`src/logic/sph_regs.vh`:
```
// Purpose: constants of the serial/parallel host register port
// Assumes: included by bare name from the design files
// Notes: definitions only
`ifndef SPH_REGS_VH
`define SPH_REGS_VH
// serial header codes
`define SPH_HDR_NI_PAIR 8'h40
`define SPH_HDR_IL_PAIR 8'h48
`define SPH_HDR_BURST 8'h43
`define SPH_HDR_NI_RDWB 8'h41
`define SPH_HDR_IL_RDWB 8'h49
// address byte layout
`define SPH_RD_FLAG_BIT 7
`define SPH_FIFO_TOP 7'h1f
`define SPH_BURST_TOP 7'h7d
// indirect mode virtual registers, selected by address bit 0
`define SPH_IND_ADDR_OFS 1'b0
`define SPH_IND_DATA_OFS 1'b1
`define SPH_IND_ADDR_RST 8'h00
// addressing-mode bit location in the mode register
`define SPH_MODE_CONFIG_TWO_ADDR 7'h3f
`define SPH_ADDR_MODE_SELECT_BIT 0
`define SPH_ADDR_MODE_SELECT_RST 1'b0
// cycles the ale pin must settle after reset before edges count
`define SPH_ALE_ARM_CNT 2'h3
`endif

```
`src/logic/sph_sync.v`:
```
// Purpose: two-flop synchroniser for a group of pin inputs
// Assumes: each bit is an independent level
// Notes: first stage feeds only the second
`timescale 1ns/10ps
module sph_sync #(
  parameter W = 1,
  parameter [W-1:0] RST_VAL = {W{1'b1}}
) (
  input wire i_core_clk,
  input wire i_rstn,
  input wire [W-1:0] i_d,
  output wire [W-1:0] o_q
);
  reg [W-1:0] meta_ff;
  reg [W-1:0] sync_ff;

  always @(posedge i_core_clk or negedge i_rstn) begin
    if (!i_rstn) begin
      meta_ff <= RST_VAL;
      sync_ff <= RST_VAL;
    end else begin
      meta_ff <= i_d;
      sync_ff <= meta_ff;
    end
  end

  assign o_q = sync_ff;
endmodule

```
`src/logic/sph_port.v`:
```
// Purpose: host register access port, serial control port and 8-bit parallel port
// Assumes: i_core_clk far faster than host strobes; sclk period >= 16 core cycles
// Notes: register file is outside; i_reg_rdata valid the cycle after o_reg_rd
//
// Summary of operation
// serial access starts on chip select fall, ends on chip select rise.
// input sampled on rising serial clock, output changed on falling edge.
// serial bytes are eight bits, most significant bit first.
// first byte after chip select falls is a header choosing the sequence.
// header 40 gives non-interleaved address/data pairs over 00 to 7F.
// in pair mode output driven only while returning read data.
// header 48 returns read data while next address is shifted in.
// header 43 is one address followed by many same-direction data bytes.
// burst addresses 00 to 1F hit the fifo; pointer advances per byte.
// bursts allowed for addresses 00 to 7D.
// bursts end only when chip select rises.
// header 41 reads pairs until a write address starts a write burst.
// header 49 is as 41 with interleaved read phase.
// address byte top bit set means read, clear means write.
// parallel port mode chosen by latch strobe: high, low, or toggling.
// any latch strobe edge selects multiplexed mode until hardware reset.
// non-multiplexed host presents address during each data transfer.
// multiplexed mode latches address from shared lines by latch strobe.
// addressing-mode bit resets to indirect (0); 1 means direct.
// host switches to direct mode by a write made in indirect mode.
// indirect mode decodes only address bit 0: holder or data window.
// indirect access writes holder first, then data window reaches target.
`timescale 1ns/10ps
`include "sph_regs.vh"
module sph_port (
  input wire i_core_clk,
  input wire i_rstn,
  input wire i_port_serial,
  input wire i_sclk,
  input wire i_cs_n,
  input wire i_serial_data_in,
  output wire o_serial_data_out,
  output wire o_serial_data_out_oe,
  input wire i_ale,
  input wire i_wr_n,
  input wire i_data_strobe_n,
  input wire [6:0] i_addr_lines,
  input wire [7:0] i_data_lines,
  output wire [7:0] o_data_lines,
  output wire o_data_lines_oe,
  output wire o_reg_rd,
  output wire o_reg_wr,
  output wire [6:0] o_reg_addr,
  output wire [7:0] o_reg_wdata,
  input wire [7:0] i_reg_rdata,
  output wire o_fifo_adv,
  output wire o_addr_mode_select,
  output wire o_muxed_mode,
  output wire o_strobe_mode
);
  localparam S_HDR = 3'h0;
  localparam S_ADR = 3'h1;
  localparam S_RDN = 3'h2;
  localparam S_WDT = 3'h3;
  localparam S_BWR = 3'h4;
  localparam S_BRD = 3'h5;
  localparam S_IGN = 3'h6;

  wire [21:0] sync_q;
  wire sclk_s = sync_q[0];
  wire cs_s = sync_q[1];
  wire sdi_s = sync_q[2];
  wire ale_s = sync_q[3];
  wire wr_s = sync_q[4];
  wire ds_s = sync_q[5];
  wire [6:0] addr_s = sync_q[12:6];
  wire [7:0] data_s = sync_q[20:13];
  wire ser_sel_s = sync_q[21];

  // all pins cross into the core domain before any decode
  sph_sync #(.W(22), .RST_VAL(22'h3fffff)) u_sync (
    .i_core_clk(i_core_clk),
    .i_rstn(i_rstn),
    .i_d({i_port_serial, i_data_lines, i_addr_lines, i_data_strobe_n, i_wr_n, i_ale,
          i_serial_data_in, i_cs_n, i_sclk}),
    .o_q(sync_q)
  );

  reg sclk_q_ff;
  reg cs_q_ff;
  reg ale_q_ff;
  reg [1:0] arm_ff;
  reg rd_done_ff;
  reg o_rd_ff;
  reg o_wr_ff;
  reg [6:0] o_addr_ff;
  reg [7:0] o_wdata_ff;
  reg o_adv_ff;
  reg addr_mode_select_ff;

  always @(posedge i_core_clk or negedge i_rstn) begin
    if (!i_rstn) begin
      sclk_q_ff <= 1'b1;
      cs_q_ff <= 1'b1;
      ale_q_ff <= 1'b1;
    end else begin
      sclk_q_ff <= sclk_s;
      cs_q_ff <= cs_s;
      ale_q_ff <= ale_s;
    end
  end

  wire ser_act = ser_sel_s & ~cs_s;
  wire sclk_rise = sclk_s & ~sclk_q_ff;
  wire sclk_fall = ~sclk_s & sclk_q_ff;

  // serial engine
  reg [2:0] st_ff;
  reg [2:0] bit_cnt_ff;
  reg [7:0] rx_ff;
  reg [7:0] tx_ff;
  reg [7:0] hdr_ff;
  reg [6:0] sadr_ff;
  reg drive_ff;
  reg sdo_ff;
  reg sdo_oe_ff;
  reg s_rd_ff;
  reg s_wr_ff;
  reg s_adv_ff;
  reg [6:0] s_addr_ff;
  reg [7:0] s_wdata_ff;

  wire [7:0] rx_byte = {rx_ff[6:0], sdi_s};
  wire byte_done = sclk_rise & (bit_cnt_ff == 3'h7);
  wire hdr_il = (hdr_ff == `SPH_HDR_IL_PAIR) | (hdr_ff == `SPH_HDR_IL_RDWB);
  wire hdr_wb = (hdr_ff == `SPH_HDR_BURST) | (hdr_ff == `SPH_HDR_NI_RDWB) | (hdr_ff == `SPH_HDR_IL_RDWB);
  wire hdr_ok = (rx_byte == `SPH_HDR_NI_PAIR) | (rx_byte == `SPH_HDR_IL_PAIR) | (rx_byte == `SPH_HDR_BURST) |
                (rx_byte == `SPH_HDR_NI_RDWB) | (rx_byte == `SPH_HDR_IL_RDWB);
  wire burst_ok = (rx_byte[6:0] <= `SPH_BURST_TOP);
  wire sadr_fifo = (sadr_ff <= `SPH_FIFO_TOP);

  always @(posedge i_core_clk or negedge i_rstn) begin
    if (!i_rstn) begin
      st_ff <= S_HDR;
      bit_cnt_ff <= 3'h0;
      rx_ff <= 8'h00;
      tx_ff <= 8'h00;
      hdr_ff <= 8'h00;
      sadr_ff <= 7'h00;
      drive_ff <= 1'b0;
      sdo_ff <= 1'b1;
      sdo_oe_ff <= 1'b0;
      s_rd_ff <= 1'b0;
      s_wr_ff <= 1'b0;
      s_adv_ff <= 1'b0;
      s_addr_ff <= 7'h00;
      s_wdata_ff <= 8'h00;
    end else begin
      s_rd_ff <= 1'b0;
      s_wr_ff <= 1'b0;
      s_adv_ff <= 1'b0;
      if (rd_done_ff && ser_sel_s) begin
        tx_ff <= i_reg_rdata;
      end
      if (!ser_act) begin
        // a chip select rise ends any sequence, bursts included
        st_ff <= S_HDR;
        bit_cnt_ff <= 3'h0;
        drive_ff <= 1'b0;
        sdo_oe_ff <= 1'b0;
      end else begin
        if (sclk_fall) begin
          sdo_oe_ff <= drive_ff;
          if (drive_ff) begin
            sdo_ff <= tx_ff[7];
            tx_ff <= {tx_ff[6:0], 1'b0};
          end
        end
        if (sclk_rise) begin
          rx_ff <= rx_byte;
          bit_cnt_ff <= bit_cnt_ff + 3'h1;
        end
        if (byte_done) begin
          drive_ff <= 1'b0;
          case (st_ff)
            S_HDR: begin
              hdr_ff <= rx_byte;
              st_ff <= hdr_ok ? S_ADR : S_IGN;
            end
            S_ADR: begin
              sadr_ff <= rx_byte[6:0];
              if (rx_byte[`SPH_RD_FLAG_BIT]) begin
                if (hdr_ff == `SPH_HDR_BURST) begin
                  st_ff <= burst_ok ? S_BRD : S_IGN;
                end else begin
                  st_ff <= hdr_il ? S_ADR : S_RDN;
                end
                if ((hdr_ff != `SPH_HDR_BURST) || burst_ok) begin
                  s_rd_ff <= 1'b1;
                  s_addr_ff <= rx_byte[6:0];
                  drive_ff <= 1'b1;
                end
              end else if (hdr_wb) begin
                st_ff <= burst_ok ? S_BWR : S_IGN;
              end else begin
                st_ff <= S_WDT;
              end
            end
            S_RDN: begin
              // read byte went out; input was ignored meanwhile
              st_ff <= S_ADR;
            end
            S_WDT: begin
              s_wr_ff <= 1'b1;
              s_addr_ff <= sadr_ff;
              s_wdata_ff <= rx_byte;
              st_ff <= S_ADR;
            end
            S_BWR: begin
              s_wr_ff <= 1'b1;
              s_addr_ff <= sadr_ff;
              s_wdata_ff <= rx_byte;
              s_adv_ff <= sadr_fifo;
            end
            S_BRD: begin
              s_rd_ff <= 1'b1;
              s_addr_ff <= sadr_ff;
              s_adv_ff <= sadr_fifo;
              drive_ff <= 1'b1;
            end
            S_IGN: begin
              st_ff <= S_IGN;
            end
            default: begin
              st_ff <= S_IGN;
            end
          endcase
        end
      end
    end
  end

  // parallel engine
  reg muxed_ff;
  reg acc_q_ff;
  reg prd_ff;
  reg [6:0] lat_ff;
  reg [6:0] paddr_ff;
  reg [7:0] pwd_ff;
  reg [7:0] holder_ff;
  reg [7:0] pdo_ff;
  reg pdo_oe_ff;
  reg p_rd_ff;
  reg p_wr_ff;
  reg [6:0] p_addr_ff;
  reg [7:0] p_wdata_ff;
  reg strb_ff;

  // static high ale means r/w plus data strobe, static low means rd/wr pins
  wire strobe_mode = ale_s & ~muxed_ff;
  wire pcs_act = ~ser_sel_s & ~cs_s;
  wire acc = pcs_act & (strobe_mode ? ~ds_s : (~ds_s | ~wr_s));
  wire is_read = strobe_mode ? wr_s : ~ds_s;
  wire acc_start = acc & ~acc_q_ff;
  wire acc_stop = ~acc & acc_q_ff;
  wire [6:0] eff_addr = muxed_ff ? lat_ff : addr_s;
  wire ale_edge = (ale_s != ale_q_ff) & (arm_ff == `SPH_ALE_ARM_CNT);

  always @(posedge i_core_clk or negedge i_rstn) begin
    if (!i_rstn) begin
      arm_ff <= 2'h0;
      muxed_ff <= 1'b0;
      acc_q_ff <= 1'b0;
      prd_ff <= 1'b0;
      lat_ff <= 7'h00;
      paddr_ff <= 7'h00;
      pwd_ff <= 8'h00;
      holder_ff <= `SPH_IND_ADDR_RST;
      pdo_ff <= 8'h00;
      pdo_oe_ff <= 1'b0;
      p_rd_ff <= 1'b0;
      p_wr_ff <= 1'b0;
      p_addr_ff <= 7'h00;
      p_wdata_ff <= 8'h00;
      strb_ff <= 1'b1;
    end else begin
      p_rd_ff <= 1'b0;
      p_wr_ff <= 1'b0;
      strb_ff <= strobe_mode;
      acc_q_ff <= acc;
      // edge watch waits for the synchroniser to hold the real pin level
      if (arm_ff != `SPH_ALE_ARM_CNT) begin
        arm_ff <= arm_ff + 2'h1;
      end
      if (ale_edge) begin
        muxed_ff <= 1'b1;
      end
      if (muxed_ff && ale_q_ff && !ale_s) begin
        lat_ff <= data_s[6:0];
      end
      if (acc) begin
        pwd_ff <= data_s;
      end
      pdo_oe_ff <= acc & is_read;
      if (acc_start) begin
        prd_ff <= is_read;
        paddr_ff <= eff_addr;
        if (is_read) begin
          if (addr_mode_select_ff) begin
            p_rd_ff <= 1'b1;
            p_addr_ff <= eff_addr;
          end else if (eff_addr[0] == `SPH_IND_ADDR_OFS) begin
            pdo_ff <= holder_ff;
          end else begin
            p_rd_ff <= 1'b1;
            p_addr_ff <= holder_ff[6:0];
          end
        end
      end
      if (rd_done_ff && !ser_sel_s) begin
        pdo_ff <= i_reg_rdata;
      end
      // writes commit at strobe end, when data has settled
      if (acc_stop && !prd_ff) begin
        if (addr_mode_select_ff) begin
          p_wr_ff <= 1'b1;
          p_addr_ff <= paddr_ff;
          p_wdata_ff <= pwd_ff;
        end else if (paddr_ff[0] == `SPH_IND_ADDR_OFS) begin
          holder_ff <= pwd_ff;
        end else begin
          p_wr_ff <= 1'b1;
          p_addr_ff <= holder_ff[6:0];
          p_wdata_ff <= pwd_ff;
        end
      end
    end
  end

  // shared request stage toward the register file
  always @(posedge i_core_clk or negedge i_rstn) begin
    if (!i_rstn) begin
      o_rd_ff <= 1'b0;
      o_wr_ff <= 1'b0;
      o_addr_ff <= 7'h00;
      o_wdata_ff <= 8'h00;
      o_adv_ff <= 1'b0;
      rd_done_ff <= 1'b0;
      addr_mode_select_ff <= `SPH_ADDR_MODE_SELECT_RST;
    end else begin
      o_rd_ff <= ser_sel_s ? s_rd_ff : p_rd_ff;
      o_wr_ff <= ser_sel_s ? s_wr_ff : p_wr_ff;
      o_addr_ff <= ser_sel_s ? s_addr_ff : p_addr_ff;
      o_wdata_ff <= ser_sel_s ? s_wdata_ff : p_wdata_ff;
      o_adv_ff <= ser_sel_s & s_adv_ff;
      rd_done_ff <= o_rd_ff;
      // mode bit follows any write to its register, from either port
      if (o_wr_ff && (o_addr_ff == `SPH_MODE_CONFIG_TWO_ADDR)) begin
        addr_mode_select_ff <= o_wdata_ff[`SPH_ADDR_MODE_SELECT_BIT];
      end
    end
  end

  assign o_serial_data_out = sdo_ff;
  assign o_serial_data_out_oe = sdo_oe_ff;
  assign o_data_lines = pdo_ff;
  assign o_data_lines_oe = pdo_oe_ff;
  assign o_reg_rd = o_rd_ff;
  assign o_reg_wr = o_wr_ff;
  assign o_reg_addr = o_addr_ff;
  assign o_reg_wdata = o_wdata_ff;
  assign o_fifo_adv = o_adv_ff;
  assign o_addr_mode_select = addr_mode_select_ff;
  assign o_muxed_mode = muxed_ff;
  assign o_strobe_mode = strb_ff;
endmodule

```
`config.mk`:
```
export PLATFORM = sky130hd
export DESIGN_NAME = sph_port
export DESIGN_NICKNAME = d
export VERILOG_FILES = /design/src/logic/sph_sync.v /design/src/logic/sph_port.v
export VERILOG_INCLUDE_DIRS = /design/src /design/src/logic
export SDC_FILE = /design/constraint.sdc
export NUM_CORES = 1
export LEC_CHECK = 0
export BUFFER_PORTS_ARGS = -buffer_cell sky130_fd_sc_hd__buf_2
export CAP_MARGIN = 20
export CORE_ASPECT_RATIO = 0.5
export CORE_UTILIZATION = 45
export DETAILED_ROUTE_END_ITERATION = 6
export SKIP_LAST_GASP = 1
export SYNTH_ARGS = -nofsm -noshare
export SYNTH_HDL_FRONTEND = slang
export SYNTH_HIERARCHICAL = 1
export SYNTH_SLANG_ARGS = --single-unit
```
`constraint.sdc`:
```
create_clock -name i_core_clk -period 6 [get_ports i_core_clk]
set_input_delay 1.2 -clock i_core_clk [delete_from_list [all_inputs] [get_ports i_core_clk]]
set_output_delay 1.2 -clock i_core_clk [all_outputs]
set_load 0.02 [all_outputs]
```
; Yosys cells after proc, flatten, opt, wreduce, memory -nomap -nowiden
; Cells that the tools add are included.
[classes]
n_addsub = 2
n_lt_le_gt_ge = 2
eq_ne = 28
mux = 62
n_bitwise = 31
n_reduce_logical = 29
[op_table]
columns = cell, n
row1 = 8-bit 2-to-1 mux, 12
row2 = 7-bit 2-to-1 mux, 11
row3 = "8-bit by 7-bit equality test with 1-bit output, second input constant", 9
row4 = 1-bit 2-to-1 mux, 25
row5 = 3-bit 2-to-1 mux, 8
row6 = 3-bit AND reduction, 5
row7 = 7-bit one-hot mux with 2 select lines, 1
row8 = 1-bit AND, 12
row9 = 3-bit one-hot mux with 4 select lines, 1
row10 = 1-bit inverter, 11
row11 = "2-bit by 1-bit != test with 1-bit output, second input constant", 5
row12 = "3-bit equality test, second input constant", 3
row13 = "2-bit != test, second input constant", 4
row14 = "8-bit by 7-bit != test with 1-bit output, second input constant", 1
row15 = 1-bit bitwise OR, 8
row16 = 2-bit nonzero test, 4
row17 = "7-bit by 6-bit equality test with 1-bit output, second input constant", 1
row18 = "7-bit by 5-bit <= comparator with 1-bit output, second input constant", 1
row19 = "7-bit <= comparator, second input constant", 1
row20 = "3-bit by 2-bit equality test with 1-bit output, second input constant", 2
row21 = 1-bit logical AND, 6
row22 = 2-bit 2-to-1 mux, 3
row23 = 2-bit AND reduction, 3
row24 = 2-bit OR reduction, 3
row25 = 12 further kinds, 14
[totals]
regBits = 185
out_inout_bits = 32

; Depth between registers and ports, before layout
[logic_depth]
word_depth = 9
mapped_depth = 8
ltp_nobuf = 7

; Hierarchy
; The synthesis kept the hierarchy.
[by_module_without_submodules]
columns = module, n_inst, cells_per_inst, area_each_um2, seq_area_each_um2
row1 = sph_port, 1, 477, 6029.5, 3533.4
row2 = sph_sync, 1, 44, 1156.1, 1156.1

; Least setup slack after synthesis
; OpenSTA, ideal clock, no wires.
[synth_path]
path_kind = register to register
start = reg muxed_ff, in the netlist o_muxed_mode
end = reg p_wdata_ff[6]
setup_ns = 0.125
arrival_time_ns = 1.904
required_time_ns = 5.875
slack_ns = 3.971
path_stages_with_launch = 8
n_path_buf = 1
cell_sequence = dfrtp_1 and2b_1 o21ai_0 nand2_1 inv_2 nor4b_4 buf_6 mux2_2
[synth_between]
elab_chain_len = 8
[synth_lines]
columns = element, line_no
row1 = start: declaration, sph_port.v:239  ; reg muxed_ff;
row2 = start signal: assignment, sph_port.v:267  ; muxed_ff <= 1'b0;
row3 = start signal: assignment, sph_port.v:291  ; muxed_ff <= 1'b1;
row4 = 1-bit inverter, sph_port.v:255  ; wire strobe_mode = ale_s & ~muxed_ff;
row5 = 1-bit AND, sph_port.v:255
row6 = named net strobe_mode, sph_port.v:255
row7 = 1-bit 2-to-1 mux, sph_port.v:257  ; wire acc = pcs_act & (strobe_mode ? ~ds_s : (~ds_s | ~wr_s));
row8 = 1-bit AND, sph_port.v:257
row9 = named net acc, sph_port.v:257
row10 = 1-bit inverter, sph_port.v:260  ; wire acc_stop = ~acc & acc_q_ff;
row11 = 1-bit AND, sph_port.v:260
row12 = 1-bit logical AND, sph_port.v:319  ; if (acc_stop && !prd_ff) begin
row13 = 2-bit AND reduction (no source line), --
row14 = end signal: assignment, sph_port.v:323  ; p_wdata_ff <= pwd_ff;
row15 = end signal: assignment, sph_port.v:329  ; p_wdata_ff <= pwd_ff;
row16 = end: declaration, sph_port.v:251  ; reg [7:0] p_wdata_ff;
; The timed path passes the listed nets, and every way through them passes these cells.
; A chain may end at the register's enable or synchronous reset.

; Worst setup path in the final report
[layout_path]
start = reg addr_mode_select_ff, in the netlist o_addr_mode_select
end = out o_addr_mode_select
[layout_lines]
columns = element, line_no
row1 = start: declaration, sph_port.v:94  ; reg addr_mode_select_ff;
row2 = start signal: assignment, sph_port.v:344  ; addr_mode_select_ff <= `SPH_ADDR_MODE_SELECT_RST;
row3 = start signal: assignment, sph_port.v:354  ; addr_mode_select_ff <= o_wdata_ff[`SPH_ADDR_MODE_SELECT_BIT];
row4 = end: declaration, sph_port.v:52  ; output wire o_addr_mode_select,
; No word-level cell between the ends.

==> flow_summary.json <==
{
  "first_global_vias": 4108,
  "holdBufCountCts": 0,
  "syn_inst": 521,
  "worst_setup_path_start_kind": "register",
  "die_y_um": 91.36,
  "worst_skew_pair.late_latency_ps": 420,
  "min_period_ps": 2778,
  "slew_headroom": 0.4216,
  "irDropWorstVdd_uv": 214.1,
  "io_buffers": 63,
  "r2r_slack_ps": 3460,
  "ys.flop_type": "dfrtp_1",
  "yosysWarnings": 6,
  "worstPathCellList": "buf_2",
  "gp_congestion": 0.7821,
  "cts_tree": "yes",
  "first_iter_violations": 325,
  "dieArea_um2": 16510,
  "stdcell_area_um2": 8320,
  "fin_crit_sh": 0.4630,
  "cp.depth": 1,
  "synthArstFlopShare": 1.000,
  "cellPowerDensity_nw_per_um2": 384.3,
  "hold_viol_final": 0,
  "layout.cells.most_common_list": "dfrtp_1, mux2_2, buf_2",
  "worst_pin_slew_ps": 864.4,
  "finalSetupViolations": 0,
  "syn_to_final_growth_pct": 15.79,
  "rsz0062_at_grt": "false",
  "ios": 64,
  "drv_slew": 0,
  "row_count": 32,
  "placed_cell_area_um2": 7682,
  "cp.required_ps": 4800,
  "critical_path_buf_inv_count": 1,
  "fin_nets": 622,
  "post_cts_buffers": 0,
  "die_x_um": 180.7,
  "antenna_found_initial": 0,
  "clockRootBuffer": "clkbuf_16",
  "via_count": 4093,
  "wire_per_inst_um": 16.73,
  "grt_max_degree": 93,
  "drv_cap": 0,
  "drt_pass1_iterations": 4,
  "yosysSeqAreaShare": 0.6526,
  "place_hpwl_mm": 9.139,
  "ff2ff_path_depth": 6,
  "worst-setup-path-type": "reg2out",
  "htree_num_levels": 4,
  "detail-route-antenna-nets": 0,
  "synth_area_um2": 7186,
  "clkSinkCount": 185,
  "path_clk_slew_ps": 70,
  "start_util": 0.4637,
  "synth_nets": 556,
  "worstPathArrival_ps": 1580,
  "avgSynthCellArea_um2": 13.79,
  "critPathTopFamily": "flip-flops",
  "leakage_uw": 0.003932,
  "synth.distinct_cells": 49,
  "end_kind": "primary output",
  "diodes": 0,
  "hp-class": "reg2reg",
  "grt-ovfl-total": 0,
  "clockBufferDepth": 2,
  "grt_pass1_wl_mm": 22.47,
  "final_common_cell": "dfrtp_1",
  "numCtsBuffers": 17,
  "vias_per_cell": 5.091,
  "holdPathStages": 0,
  "ys_ff_latch": 185,
  "synth_edf_count": 0,
  "ctsResizeCount": 0,
  "status": "finished, final reports clean",
  "drive_gt1_frac": 0.3933,
  "crit_fanout": 20,
  "drt_wl_total_mm": 13.45,
  "slowest_delay_ps": 860,
  "slowest_stage": "dfrtp_1",
  "clock_skew_ps": 12.26,
  "drc": 0,
  "setup_tns_ps": 0,
  "grt_use_total": 0.1780,
  "fmax_ghz": 0.3599,
  "core_area_um2": 15490
}
[cell families (layout without fill, tap and decap cells)]
family          count (synthesis)  in the layout  synth area share
compound gates                 66             66           0.05746
xor+xnor                        3              3          0.003657
fa+ha+maj                       3              3          0.005224
buf+inv                        24            103           0.01584
flops                         185            185            0.6526
mux                           119            119            0.1804
simple gates                  121            121           0.08480
[where the power goes]
group | total [uW] | switching (uW) | internal, uW
clock | 1170 | 503 | 664
sequential | 1600 | 153 | 1450
combinational | 431 | 221 | 210
[metrics by stage]
stage               cells  worst slack (ps)    util  hold WS (ps)  power, uW
floorplan             521              3971       -         345.2       1869
global placement      771              3018  0.4958         346.1       2049
detailed placement    771              2962  0.4958         346.8       2062
CTS                   803              2946  0.5363         356.6       3230
global route          804              3130  0.5370         359.9       3352
finish                804              3222  0.5370         355.9       3198
[routing by layer]
metal / track usage / vias up / share of wire
li1: - / 1963 / -
met1: 0.2716 / 2054 / 0.52
met2: 0.2561 / 66 / 0.44
met3: 0.03490 / 10 / 0.029
met4: 0.05128 / 0 / 0.011
met5: 0 / - / 0
[synth_stat cells, drive strengths merged, types with 3 or more instances]
master / count / area, um^2
o22ai: 7 / 43.79
nor4: 4 / 31.28
clkbuf: 11 / 41.29
nor3: 3 / 15.01
nand4: 4 / 25.02
mux2: 84 / 945.9
a2bb2oi: 6 / 52.55
mux2i: 35 / 350.3
nand2: 58 / 217.7
a21oi: 13 / 65.06
nand2b: 5 / 31.28
nand3: 4 / 20.02
o21ai: 29 / 145.1
nor2: 22 / 90.09
buf: 8 / 53.80
inv: 5 / 18.76
dfrtp: 137 / 3428
nand3b: 6 / 45.04
ha: 3 / 37.54
dfstp: 48 / 1261
[path summary, 6_finish.rpt]
kind	from	end
min	u_sync/meta_ff[10]	u_sync/o_q[10]
max in group asynchronous	i_rstn	tx_ff[2]
max reg2reg	u_sync/o_q[21]	p_wdata_ff[6]
max	o_addr_mode_select	o_addr_mode_select
min reg2reg	u_sync/meta_ff[10]	u_sync/o_q[10]
min in group asynchronous	i_rstn	hdr_ff[7]
[cell type report]
type	instances	area (um^2)
Fill cell	1304	7174
Sequential cell	185	4690
Multi-Input combinational cell	312	2382
Clock buffer	21	504.2
Timing Repair Buffer	66	347.8
Tap cell	204	255.2
Clock inverter	11	122.6
Inverter	5	18.77
(Power assumes the default switching activity.)
